**config.mk**
```make
export PLATFORM = sky130hd
export DESIGN_NAME = accum_alu
export DESIGN_NICKNAME = d
export VERILOG_FILES = /design/src/common/accum_alu_pkg.sv /design/src/hw/accum_alu.sv
export VERILOG_INCLUDE_DIRS = /design/src /design/src/common
export SDC_FILE = /design/constraint.sdc
export NUM_CORES = 2
export LEC_CHECK = 0
export BUFFER_PORTS_ARGS = -buffer_cell sky130_fd_sc_hd__buf_4
export CAP_MARGIN = 10
export CELL_PAD_IN_SITES_DETAIL_PLACEMENT = 1
export CELL_PAD_IN_SITES_GLOBAL_PLACEMENT = 1
export CORE_ASPECT_RATIO = 1.4
export CORE_MARGIN = 2
export CORE_UTILIZATION = 58
export CTS_CLUSTER_DIAMETER = 60
export CTS_CLUSTER_SIZE = 10
export DETAILED_ROUTE_END_ITERATION = 10
export PLACE_DENSITY_LB_ADDON = 0.1
export SLEW_MARGIN = 0
export SYNTH_ARGS = -nofsm -noshare
export SYNTH_HDL_FRONTEND = slang
export SYNTH_SLANG_ARGS = --single-unit
```
**constraint.sdc**
```tcl
create_clock -name hclk -period 23.1 [get_ports hclk]
set_clock_uncertainty 0.05 [all_clocks]
set_input_delay 5.775 -clock hclk [delete_from_list [all_inputs] [get_ports hclk]]
set_output_delay 5.775 -clock hclk [all_outputs]
set_load 0.02 [all_outputs]
```
**src/common/accum_alu_map.svh**
```systemverilog
// Constants for the accumulator ALU datapath: opcodes, timing, map.
// Assumes inclusion by the package, the monitor and the bench before any use.
//
// Overview of operation
// RULE1 - Add source, accumulator and carry; flags NZCV
// RULE2 - Accumulator ops target register or indexed memory
// RULE3 - Accumulator comes from the active bank
// RULE4 - Add 8-bit immediate into limited register
// RULE5 - Immediate forms address only registers 0-15
// RULE6 - Immediate is eight bits, signed or unsigned
// RULE7 - AND immediate opcode 0100, flags N Z only
// RULE8 - AND source with accumulator; flags N Z
// RULE9 - Add source to accumulator; flags NZCV
// RULE10 - Bit test sets N Z, no writeback, 2 T-states
// RULE11 - Compare subtracts immediate, sets NZCV, no write
// RULE12 - Call pushes PC, flags, enable, bank selections
// RULE13 - Call adds sign-extended displacement to PC
// RULE14 - Displacement adds to next instruction address
// RULE15 - Complement any of 32 registers; flags N Z
// RULE16 - Post-increment writes memory then bumps pointer
// RULE17 - Receive entry 11 bits; status top, pop on read
// RULE18 - Interrupt mask bits are register low two bits
// RULE19 - Transmit empty flag is command flag bit 7
// RULE20 - Software writes complemented fill-bit count
// RULE21 - Bank A swaps R0-R3, bank B R4-R11
// RULE22 - N is result bit 7, Z when all zero
// RULE23 - Unaffected flags keep their previous values
`ifndef ACCUM_ALU_MAP_SVH
`define ACCUM_ALU_MAP_SVH

// Bus register byte offsets
`define OFS_CTRL 12'h000
`define OFS_INSTR 12'h004
`define OFS_STATUS 12'h008
`define OFS_PC 12'h00c
`define OFS_REGSEL 12'h010
`define OFS_REGDATA 12'h014
`define OFS_INDEX 12'h018
`define OFS_STACK 12'h01c
`define OFS_RXPUSH 12'h020
`define OFS_MEMDATA 12'h024

// Control field positions
`define CTRL_BA 0
`define CTRL_BB 1
`define CTRL_GIE 2
`define CTRL_TXDONE 3

// Opcode top fields
`define OP4_ADD_IMM 4'h0
`define OP4_AND_IMM 4'h4
`define OP4_CMP_IMM 4'h6
`define OP5_BIT_IMM 5'h0f
`define OP8_CALL 8'hcb
`define OP3_ACC 3'h5
`define OP11_CPL 11'h578

// Accumulator sub-ops in bits 7:5
`define ACC_ADD 3'h0
`define ACC_ADC 3'h1
`define ACC_AND 3'h2

// Register numbers of special registers
`define REG_ACC 5'h00
`define REG_NCF 5'h01
`define REG_ICR 5'h02
`define REG_FBR 5'h03
`define REG_TSR 5'h04
`define REG_RTR 5'h05

// Timing in T-states
`define T_SHORT 2'h2
`define T_LONG 2'h3

`define MASK_RESET 8'h03
`endif

```
**src/common/accum_alu_pkg.sv**
```systemverilog
// Types for the accumulator ALU datapath.
// Assumes the map header is on the include path.
`include "accum_alu_map.svh"
package accum_alu_pkg;
    typedef enum logic [2:0] {
        st_idle = 3'b001,
        st_exec = 3'b010,
        st_done = 3'b100
    } exec_state_type;
    typedef struct packed {
        logic n;
        logic z;
        logic c;
        logic v;
    } flags_type;
endpackage

```
**src/hw/accum_alu.sv**
```systemverilog
// Accumulator ALU datapath with AHB-Lite register access.
// Assumes a single AHB-Lite master issuing word-sized single transfers.
`timescale 1ns/10ps
module accum_alu
    import accum_alu_pkg::*;
#(
    parameter int STACK_DEPTH = 8,
    parameter int MEM_WORDS = 64
) (
    // Clock and reset
    input wire logic hclk,
    input wire logic hresetn,
    // AHB-Lite slave
    input wire logic hsel,
    input wire logic [31:0] haddr,
    input wire logic [1:0] htrans,
    input wire logic hwrite,
    input wire logic [2:0] hsize,
    input wire logic [31:0] hwdata,
    input wire logic hready,
    output logic [31:0] hrdata,
    output logic hreadyout,
    output logic hresp,
    // Status
    output logic busy,
    output logic irq_tx_mask,
    output logic irq_rx_mask
);

    localparam int AW = $clog2(MEM_WORDS);
    localparam int SW = $clog2(STACK_DEPTH);

    // Architectural state
    logic [7:0] gpr [0:31];
    logic [7:0] alt_a [0:3];
    logic [7:0] alt_b [4:11];
    logic [7:0] dmem [0:MEM_WORDS-1];
    logic [28:0] stack [0:STACK_DEPTH-1];
    logic [SW:0] sp;
    logic [15:0] pc;
    logic [15:0] index_pointer_z;
    flags_type flags;
    logic global_irq_enable;
    logic bank_a;
    logic bank_b;
    logic tx_fifo_empty;
    logic [10:0] rx_fifo [0:3];
    logic [2:0] rx_count;
    logic [15:0] instr;
    logic [1:0] tcount;
    exec_state_type state;
    logic [4:0] reg_sel;
    logic [7:0] irq_mask_reg;

    // Bus address phase capture
    logic ap_valid;
    logic ap_write;
    logic [11:0] ap_addr;
    logic bus_read;
    logic bus_write;
    assign bus_write = ap_valid && ap_write;
    assign bus_read = hsel && hready && htrans[1] && !hwrite;

    // Reads a register as seen through the active banks
    function automatic logic [7:0] rd_reg(input logic [4:0] r);
        logic [7:0] v;
        v = gpr[r];
        if (r < 5'd4 && bank_a) begin
            v = alt_a[r[1:0]];                     // [RULE21]
        end
        if (r >= 5'd4 && r < 5'd12 && bank_b) begin
            v = alt_b[r];                          // [RULE21]
        end
        if (r == `REG_TSR) begin
            v = {5'h00, rx_fifo[0][10:8]};         // [RULE17]
        end
        if (r == `REG_RTR) begin
            v = rx_fifo[0][7:0];                   // [RULE17]
        end
        if (r == `REG_NCF) begin
            v = {tx_fifo_empty, gpr[r][6:0]};      // [RULE19]
        end
        if (r == `REG_ICR) begin
            v = irq_mask_reg;                               // [RULE18]
        end
        return v;
    endfunction

    // Add with carry giving the flags of the sum; the result is formed by the caller
    function automatic flags_type add_flags(input logic [7:0] a,
            input logic [7:0] b, input logic ci, input flags_type f);
        logic [8:0] s;
        flags_type o;
        s = {1'b0, a} + {1'b0, b} + {8'h00, ci};
        o.n = s[7];                                // [RULE22]
        o.z = (s[7:0] == 8'h00);                   // [RULE22]
        o.c = s[8];
        o.v = (a[7] == b[7]) && (s[7] != a[7]);
        o = o;
        return o;
    endfunction

    // Logical result flags, carry and overflow kept
    function automatic flags_type log_flags(input logic [7:0] r,
            input flags_type f);
        flags_type o;
        o = f;                                     // [RULE23]
        o.n = r[7];                                // [RULE22]
        o.z = (r == 8'h00);                        // [RULE22]
        return o;
    endfunction

    // Decode of the held instruction
    logic [7:0] imm;
    logic [3:0] rlim;
    logic [4:0] src;
    logic to_mem;
    logic [7:0] accum;
    logic [7:0] src_val;
    logic [7:0] lim_val;
    assign imm = instr[11:4];                      // [RULE6]
    assign rlim = instr[3:0];                      // [RULE5]
    assign src = instr[4:0];
    assign to_mem = instr[12];
    assign accum = rd_reg(`REG_ACC);               // [RULE3]
    assign src_val = rd_reg(src);
    assign lim_val = rd_reg({1'b0, rlim});

    // Result and write decisions
    logic [7:0] result;
    flags_type next_flags;
    logic wr_reg;
    logic wr_mem;
    logic do_call;
    logic [4:0] wr_idx;
    always_comb begin
        result = 8'h00;
        next_flags = flags;                        // [RULE23]
        wr_reg = 1'b0;
        wr_mem = 1'b0;
        do_call = 1'b0;
        wr_idx = {1'b0, rlim};
        if (instr[15:12] == `OP4_ADD_IMM) begin
            result = lim_val + imm;                // [RULE4]
            next_flags = add_flags(lim_val, imm, 1'b0, flags);
            wr_reg = 1'b1;
        end else if (instr[15:12] == `OP4_AND_IMM) begin
            result = lim_val & imm;                // [RULE7]
            next_flags = log_flags(result, flags);
            wr_reg = 1'b1;
        end else if (instr[15:12] == `OP4_CMP_IMM) begin
            result = lim_val - imm;                // [RULE11]
            next_flags = add_flags(lim_val, ~imm, 1'b1, flags);
        end else if (instr[15:11] == `OP5_BIT_IMM) begin
            result = lim_val & imm;                // [RULE10]
            next_flags = log_flags(result, flags);
        end else if (instr[15:8] == `OP8_CALL) begin
            do_call = 1'b1;                        // [RULE12]
        end else if (instr[15:5] == `OP11_CPL) begin
            wr_idx = src;
            result = ~src_val;                     // [RULE15]
            next_flags = log_flags(result, flags);
            wr_reg = 1'b1;
        end else if (instr[15:13] == `OP3_ACC) begin
            wr_idx = {1'b0, instr[11:8]};
            unique case (instr[7:5])
                `ACC_ADD: begin
                    result = src_val + accum;      // [RULE9]
                    next_flags = add_flags(src_val, accum, 1'b0, flags);
                end
                `ACC_ADC: begin
                    result = src_val + accum + {7'h00, flags.c};
                    next_flags = add_flags(src_val, accum, flags.c,
                        flags);                    // [RULE1]
                end
                `ACC_AND: begin
                    result = src_val & accum;      // [RULE8]
                    next_flags = log_flags(result, flags);
                end
                default: begin
                    result = 8'h00;
                end
            endcase
            wr_mem = to_mem;                       // [RULE2]
            wr_reg = !to_mem;                      // [RULE2]
        end
    end

    // Execution sequencer counting T-states
    logic fire;
    assign fire = (state == st_exec) && (tcount == 2'h1);
    always_ff @(posedge hclk or negedge hresetn) begin
        if (!hresetn) begin
            state <= st_idle;
            tcount <= 2'h0;
        end else begin
            unique case (state)
                st_idle: begin
                    if (bus_write && ap_addr == `OFS_INSTR) begin
                        state <= st_exec;
                        tcount <= (hwdata[15:8] == `OP8_CALL ||
                            (hwdata[15:13] == `OP3_ACC &&
                            hwdata[12])) ? `T_LONG : `T_SHORT; // [RULE10]
                    end
                end
                st_exec: begin
                    tcount <= tcount - 2'h1;
                    if (tcount == 2'h1) begin
                        state <= st_done;
                    end
                end
                st_done: begin
                    state <= st_idle;
                end
            endcase
        end
    end

    // Instruction capture and program counter
    always_ff @(posedge hclk or negedge hresetn) begin
        if (!hresetn) begin
            instr <= 16'h0000;
            pc <= 16'h0000;
        end else if (state == st_idle && bus_write && ap_addr == `OFS_INSTR)
        begin
            instr <= hwdata[15:0];
            pc <= pc + 16'h0001;                   // [RULE14]
        end else if (bus_write && ap_addr == `OFS_PC) begin
            pc <= hwdata[15:0];
        end else if (fire && do_call) begin
            pc <= pc + {{8{instr[7]}}, instr[7:0]}; // [RULE13]
        end
    end

    // Flags, banks, interrupt enable
    always_ff @(posedge hclk or negedge hresetn) begin
        if (!hresetn) begin
            flags <= '0;
            bank_a <= 1'b0;
            bank_b <= 1'b0;
            global_irq_enable <= 1'b0;
            tx_fifo_empty <= 1'b0;
        end else begin
            if (fire) begin
                flags <= next_flags;
            end
            if (bus_write && ap_addr == `OFS_CTRL) begin
                bank_a <= hwdata[`CTRL_BA];        // [RULE21]
                bank_b <= hwdata[`CTRL_BB];
                global_irq_enable <= hwdata[`CTRL_GIE];
                tx_fifo_empty <= hwdata[`CTRL_TXDONE]; // [RULE19]
            end
        end
    end

    // Call stack
    always_ff @(posedge hclk or negedge hresetn) begin
        if (!hresetn) begin
            sp <= '0;
        end else if (fire && do_call && sp < STACK_DEPTH[SW:0]) begin
            stack[sp[SW-1:0]] <= {6'h00, pc, global_irq_enable, flags,
                bank_a, bank_b};                   // [RULE12]
            sp <= sp + 1'b1;
        end
    end

    // Register file and data memory writes
    always_ff @(posedge hclk) begin
        if (fire && wr_reg) begin
            if (wr_idx < 5'd4 && bank_a) begin
                alt_a[wr_idx[1:0]] <= result;      // [RULE3]
            end else if (wr_idx >= 5'd4 && wr_idx < 5'd12 && bank_b) begin
                alt_b[wr_idx] <= result;
            end else begin
                gpr[wr_idx] <= result;
            end
        end else if (bus_write && ap_addr == `OFS_REGDATA) begin
            gpr[reg_sel] <= hwdata[7:0];
        end
        if (fire && wr_mem) begin
            dmem[index_pointer_z[AW-1:0]] <= result; // [RULE16]
        end
    end

    // Index pointer with post increment
    always_ff @(posedge hclk or negedge hresetn) begin
        if (!hresetn) begin
            index_pointer_z <= 16'h0000;
            reg_sel <= 5'h00;
        end else if (fire && wr_mem) begin
            index_pointer_z <= index_pointer_z + 16'h0001; // [RULE16]
        end else if (bus_write && ap_addr == `OFS_INDEX) begin
            index_pointer_z <= hwdata[15:0];
        end else if (bus_write && ap_addr == `OFS_REGSEL) begin
            reg_sel <= hwdata[4:0];
        end
    end

    // Receive FIFO, pushed by bus, popped by data read
    always_ff @(posedge hclk or negedge hresetn) begin
        if (!hresetn) begin
            rx_count <= 3'h0;
            for (int i = 0; i < 4; i++) begin
                rx_fifo[i] <= 11'h000;
            end
        end else if (bus_read && haddr[11:0] == `OFS_REGDATA &&
                reg_sel == `REG_RTR && rx_count != 3'h0) begin
            for (int i = 0; i < 3; i++) begin
                rx_fifo[i] <= rx_fifo[i+1];        // [RULE17]
            end
            rx_fifo[3] <= 11'h000;
            rx_count <= rx_count - 3'h1;
        end else if (bus_write && ap_addr == `OFS_RXPUSH &&
                rx_count != 3'h4) begin
            rx_fifo[rx_count[1:0]] <= hwdata[10:0];
            rx_count <= rx_count + 3'h1;
        end
    end

    // Mask register kept apart so both masks are set from reset
    always_ff @(posedge hclk or negedge hresetn) begin
        if (!hresetn) begin
            irq_mask_reg <= `MASK_RESET;                    // [RULE18]
        end else if (fire && wr_reg && wr_idx == `REG_ICR) begin
            irq_mask_reg <= result;
        end else if (bus_write && ap_addr == `OFS_REGDATA &&
                reg_sel == `REG_ICR) begin
            irq_mask_reg <= hwdata[7:0];
        end
    end

    // Interrupt mask outputs follow register R2 low bits
    always_ff @(posedge hclk or negedge hresetn) begin
        if (!hresetn) begin
            irq_tx_mask <= 1'b1;
            irq_rx_mask <= 1'b1;
            busy <= 1'b0;
        end else begin
            irq_tx_mask <= irq_mask_reg[0];                 // [RULE18]
            irq_rx_mask <= irq_mask_reg[1];                 // [RULE18]
            busy <= (state != st_idle) ||
                (bus_write && ap_addr == `OFS_INSTR);
        end
    end

    // AHB address phase capture and read data
    always_ff @(posedge hclk or negedge hresetn) begin
        if (!hresetn) begin
            ap_valid <= 1'b0;
            ap_write <= 1'b0;
            ap_addr <= 12'h000;
            hrdata <= 32'h0000_0000;
        end else begin
            ap_valid <= hsel && hready && htrans[1];
            ap_write <= hwrite;
            ap_addr <= haddr[11:0];
            if (bus_read) begin
                unique case (haddr[11:0])
                    `OFS_CTRL: hrdata <= {28'h0, tx_fifo_empty,
                        global_irq_enable, bank_b, bank_a};
                    `OFS_INSTR: hrdata <= {16'h0, instr};
                    `OFS_STATUS: hrdata <= {24'h0, sp[3:0] & 4'hf,
                        flags};
                    `OFS_PC: hrdata <= {16'h0, pc};
                    `OFS_REGSEL: hrdata <= {27'h0, reg_sel};
                    `OFS_REGDATA: hrdata <= {24'h0, rd_reg(reg_sel)};
                    `OFS_INDEX: hrdata <= {16'h0, index_pointer_z};
                    `OFS_STACK: hrdata <= {3'h0,
                        stack[sp[SW-1:0] - 1'b1]};
                    `OFS_MEMDATA: hrdata <= {24'h0,
                        dmem[index_pointer_z[AW-1:0] - 1'b1]};
                    default: hrdata <= 32'h0000_0000;
                endcase
            end
        end
    end

    // Zero-wait OKAY slave
    always_ff @(posedge hclk or negedge hresetn) begin
        if (!hresetn) begin
            hreadyout <= 1'b1;
            hresp <= 1'b0;
        end else begin
            hreadyout <= 1'b1;
            hresp <= 1'b0;
        end
    end

endmodule // accum_alu

```
; Word-level counts from Yosys, hierarchy flattened
; Memories as Yosys holds them, arrays and structs flattened.
; Index checks and enable logic that the tools add are counted.
[totals]
reg_bits = 174
latch_bits = 0
ramBits = 1048
rom_bits = 0
out_inout_bits = 37
word_cells = 308
memories = 5
[op_classes]
add_sub_neg = 18
multipliers = 0
div = 0
order_cmp = 15
eq_ne = 58
n_shift = 0
muxes = 103
bitwise = 7
reduce_logical = 74
[mem_list]
columns = memory, words, width, read_ports, rd_ports_with_merged_regs, wr, line_no
row1 = dmem, 64, 8, 1, 0, 1, accum_alu.sv:37  ; logic [7:0] dmem [0:MEM_WORDS-1];
row2 = gpr, 32, 8, 4, 0, 1, accum_alu.sv:34  ; logic [7:0] gpr [0:31];
row3 = stack, 8, 23, 1, 0, 1, accum_alu.sv:38  ; logic [28:0] stack [0:STACK_DEPTH-1];
row4 = alt_b, 8, 8, 2, 0, 1, accum_alu.sv:36  ; logic [7:0] alt_b [4:11];
row5 = alt_a, 4, 8, 3, 0, 1, accum_alu.sv:35  ; logic [7:0] alt_a [0:3];
[op_table]
columns = operator, n
row1 = $pmux W29 S9, 1
row2 = $mux W8, 29
row3 = $mux W44, 2
row4 = $eq A12 B5 Y1 const B, 7
row5 = $mux W16, 5
row6 = $logic_not A8 Y1, 7
row7 = $bwmux W44, 1
row8 = $logic_and A1 B1 Y1, 43
row9 = $mux W1, 39
row10 = $eq A12 B4 Y1 const B, 3
row11 = $mux W5, 7
row12 = $add A16 B1 Y16 const B, 2
row13 = $mux W4, 8
row14 = $add A8 B8 Y9, 3
row15 = $eq A12 B3 Y1 const B, 2
row16 = $eq A12 B6 Y1 const B, 2
row17 = $logic_not A12 Y1, 2
row18 = $pmux W8 S3, 1
row19 = $demux W11 S2, 1
row20 = $eq A5 B3 Y1 const B, 4
row21 = $add A16 B16 Y16, 1
row22 = $add A8 B8 Y8, 2
row23 = $and A8 B8 Y8, 2
row24 = $eq A4 B3 Y1 const B, 4
row25 = other kinds (58), 97

; Logic depth before layout (Yosys ltp)
[logic_depth]
ltp_word = 20
ltp_mapped = 26
mapped_depth_nobuf = 21

; Worst setup path before layout
; No wires, ideal clock.
[synth_timing]
path_type = reg-to-reg
start = register instr[3]
end = memory gpr[0][1] (data pin)
setup_ns = 0.278
arrival_ns = 8.253
setup_slack_ns = 14.518
path_stages_with_launch = 24
cell_sequence = dfrtp_1 > buf_2 > buf_2 > buf_4 > inv_2 > ha_1 > clkbuf_1 > nor3b_4 > o2111ai_4 > buf_2 > nor2_1 > nor4_1 > nor3_1 > a21oi_1 > ha_1 > inv_1 > fa_1 > inv_1 > ha_1 > nand3_1 > o21ai_0 > a221oi_1 > a222oi_1 > mux2_1
[synth_between]
elab_chain_len = 19
[synth_rtl]
columns = item, line_no
row1 = "start, declared", accum_alu.sv:49  ; logic [15:0] instr;
row2 = "start signal, assigned", accum_alu.sv:226  ; instr <= hwdata[15:0];
row3 = "parallel branches: the longest is 17 deep, another holds $mem_v2 Z32 W8", --
row4 = $mux W8 *, accum_alu.sv:143  ; if (instr[15:12] == `OP4_ADD_IMM) begin
row5 = named net result[1], accum_alu.sv:130  ; logic [7:0] result;
row6 = $mux W8 (no line) *, --
row7 = "end, declared", accum_alu.sv:34
; Mark *: on every way through the listed nets, which the timed path passes.

; Worst setup path after layout
[layout_timing]
start = input port haddr[9]
end = register rx_count[2]
[layout_between]
elab_chain_len = 5
[layout_rtl]
columns = item, line_no
row1 = "start, declared", accum_alu.sv:15  ; input wire logic [31:0] haddr,
row2 = $eq A12 B5 Y1 *, --
row3 = $logic_and A1 B1 Y1 (no line) * (2 in series), --
row4 = $logic_and A1 B1 Y1 *, accum_alu.sv:306  ; end else if (bus_read && haddr[11:0] == `OFS_REGDATA &&
row5 = $mux W3 or $reduce_bool A2 Y1 (tied branches), --
row6 = "end signal, assigned", accum_alu.sv:312  ; rx_count <= rx_count - 3'h1;
row7 = "end signal, assigned", accum_alu.sv:316  ; rx_count <= rx_count + 3'h1;
row8 = "end, declared", accum_alu.sv:48  ; logic [2:0] rx_count;
; Mark *: on every way between the ends. The rest lies on a longest branch, timed or not.
; A chain may end at the register's enable or synchronous reset.

==> impl_summary.md <==
Synthesis
The post-synthesis cell count is 3544. The total number of yosys warnings is 0. Synthesis inferred 1213 register bits. The share of synthesized registers carrying an async set or reset is 13.60%. The cell taking the most area after synthesis is edfxtp_1. Sorting the synthesized cells by area gives the leading types as edfxtp_1 (56%), mux4_2 (16%), dfrtp_1 (7.2%). The area fraction of the dominant cell type after synthesis is 56.33%. The cell area after synthesis is 0.05586 mm2. Counting flops with a built-in enable in the synthesized netlist gives 1048.

In the synthesized netlist, the cells that appear most often are edfxtp_1 (1048), mux4_2 (395), nand2_1 (286). The sequential element share of the synthesized area is 63.73%. The count of different cell masters after synthesis is 91. Averaged over all synthesized cells, the footprint is 15.76 um2.

The most frequent cell after synthesis is edfxtp_1. Among all flip-flop cells after synthesis, the most frequent one is edfxtp_1.

Detailed routing
The detailed router finished its first iteration with 3797 violations. The first TritonRoute pass finished after 6 iterations. For this run, design rule violations remaining after detail routing come to 0. The vias per cell is 7.106. After detailed routing, the average wire length per cell comes to 35.15 um. The routed design has 170.9 mm of wire. The routed layout has 34542 vias. In this run the remaining antenna-violating nets after routing total 0.

Global route
The via count of the first global-routing pass is 36800. The initial antenna violation count came to 4. The global-route congestion overflow total is 0. Global routing used 35.48% of the available tracks across all layers. Entering global routing, the biggest net connects 102 pins. The first global-routing pass estimated 252.0 mm of wire.

Die
The die covers 0.09885 mm2. The floorplan core area is 0.09540 mm2. The floorplan step set the die height to 371.2 um. The initial cell density of the core is 58.56%. The chip width is 266.3 um. Pin placement for this block handled 111 I/O pins. The floorplan has 134 rows.

Critical path
The number of buffers and inverters on the critical path is 3. Along the worst path, the maximum fanout reaches 86. The worst setup path is captured at a register. The largest delay contributor family on the critical path is simple AND/OR/NAND/NOR gates. The dominant cell type by count on the critical path is buf_4.

For the worst setup path, the data required time is 23.71 ns. The worst register-to-register path begins at instr[3]. The worst register-to-register path has a depth of 21. The slowest stage of the critical path belongs to the cell nor2_1. The critical setup path kind is primary input to register.

STA classifies the critical path startpoint as a primary input. The most critical setup path has its startpoint at haddr[9]. The data arrival time at the worst-slack endpoint is 9.30 ns. In this run the number of cells on the critical path is 11. The signal on the critical path passes through buf_4 > nor4_1 > nand4_1 > nor2_1 > and4bb_2 > buf_4 > inv_1 > fa_1 > nor4b_1 > a21o_1 > a21oi_1.

On the worst path, the slowest cell contributes a delay of 0.61 ns.

STA
In the finished design, the share of the clock period the worst path needs comes to 37.60%. The hold violation count in the final report came to 0. Setup violations remaining at the end of the flow were counted as 0.

Static timing analysis puts the maximum clock frequency at 0.1151 GHz. The shortest period the worst path allows is 8.687 ns. At the pin with the least slew margin, the transition time is 1.301 ns.

The worst pin sits at a relative slew slack of 12.94%. Setup repair after global routing left no endpoint under its margin. Setup total negative slack on the finished layout was measured at 0 ns. The worst path setup slack after routing is 14.41 ns.

Final hold analysis gives a worst-case slack of 0.3712 ns. The number of max-slew violations in the final report was 0.

Placed design
The count of input and output buffers is 59. The congestion estimate from routability-driven global placement came to 0.9432. The worst slack at placement is 13.69 ns. The detailed placement HPWL is 111.4 mm.

Power and ir drop
The total power draw is 4475 uW. VDD sags by at most 0.09372 mV. For this design the ratio of total power to cell area is 72.62 mW/mm2.

The standby leakage power is 0.02227 uW.

Min path
Counting instances, the worst hold path has a depth of 0. The class of the most critical hold timing path is register to register. The worst hold path begins at irq_mask_reg[0].

Clock network
The quantity of hold-fixing buffers added after cts is 0. The master cell of the clock root buffer is clkbuf_16. The clock tree from TritonCTS is done.

The insertion delay of the later-clocked pin in the worst-skew pair is 0.79 ns. The clock tree synthesis step divided the H-tree into 4 levels. After clock tree synthesis, the clock-pin slew on the worst setup and hold paths is 0.06 ns. Clock tree synthesis inserted a total of 140 buffers. The number of buffers inserted by post-CTS setup repair is 0.

Clock tree synthesis found a total of 1213 sinks. The maximum root-to-sink buffer count is 3. The post-CTS resize count is 0.

Finish
The total area of multi-input combinational cells is 0.01929 mm2. The post-route core utilization is 64.60%. The number of nets in the final layout is 3719.

The area taken by flip-flops and latches is 0.03563 mm2. The number of antenna diodes is 0. The number of flip-flops under the largest register name is 512. The number of fill cells is 8304. The ratio of cells with drive above 1 in the final layout is 21.61%. Compared with the post-synthesis result, the final layout area differs by 10.32%.

Job
The max-cap check violation count is 0.

Status
The run finished with clean final reports.
-- worst reg2reg max path, stage by stage, from the launching register on --
cell	delay, ns
dfrtp_2	0.34
buf_4	0.48
inv_2	0.34
ha_1	0.43
nor3b_4	0.23
o2111ai_4	0.57
nor2_1	0.14
nor4_1	0.33
nor3_1	0.11
a21oi_1	0.36
ha_1	0.32
inv_1	0.09
fa_1	0.45
xor2_1	0.23
nor3b_1	0.49
nand2_1	0.16
or4_1	0.43
a21boi_0	0.15
o21ai_0	0.30
a21oi_4	0.22
buf_4	0.63
mux2_2	0.72
-- path summary, 6_finish.rpt --
path | to | slack, ns
worst max-delay path | rx_count[2] | 14.41
worst min-delay path | irq_tx_mask | 0.37
worst max register to register | gpr[17][5] | 15.22
worst min register to register | irq_tx_mask | 0.37
max in group asynchronous | reg_sel[0] | 16.70
min in group asynchronous | hrdata[19] | 4.82
-- power by group --
group | switching, uW | internal [uW] | total [uW]
Clock | 880 | 1130 | 2010
Combinational | 61.3 | 32.4 | 93.7
Sequential | 12.3 | 2360 | 2370
-- layer usage --
metal	global-route usage, %	share of wire, %	wire [um]	up-vias
met2	59.12	50	85450	1793
li1	-	-	-	14147
met1	43.99	36	61720	18069
met5	0	0.016	28	-
met3	6.305	7.3	12440	529
met4	20.46	6.6	11240	4
-- cell type report --
class | count | share of cell area (%)
clock buffer | 171 | 5.924
multi-input combinational | 2060 | 31.31
timing repair buffer | 120 | 1.527
sequential | 1213 | 57.81
tap | 1224 | 2.485
inverter | 55 | 0.3350
clock inverter | 18 | 0.6091
-- per-stage QoR --
step                std cells  cell area (um2)
floorplan                3553            55900
global placement         4670            57580
detailed placement       4670            57580
CTS                      4859            61600
global route             4861            61630
finish                   4861            61630
-- cell usage in the layout (no fill, tap or decap), types with 24 or more instances in the layout --
master and count:
a21oi_1 126, a221oi_1 25, a31oi_1 25, and3_1 28, buf_4 115, clkbuf_1 29, clkbuf_16 141, dfrtp_1 152
edfxtp_1 1048, ha_1 48, inv_1 49, mux2_2 44, mux2i_1 114, mux4_2 395, nand2_1 286, nand3_1 69
nor2_1 261, nor3_1 38, o211ai_1 28, o21ai_0 175, o22ai_1 27, xnor2_1 24
-- kinds of logic after synthesis --
logic type	after synthesis	synth area share, %
simple gates	839	6.853
other cells	2	0.01344
buf+inv	280	2.164
compound gates	558	6.388
fa+ha+maj	55	1.299
mux	554	18.87
xor+xnor	43	0.6741
flops	1213	63.73
No activity file was read; power rests on OpenSTA's default activity.
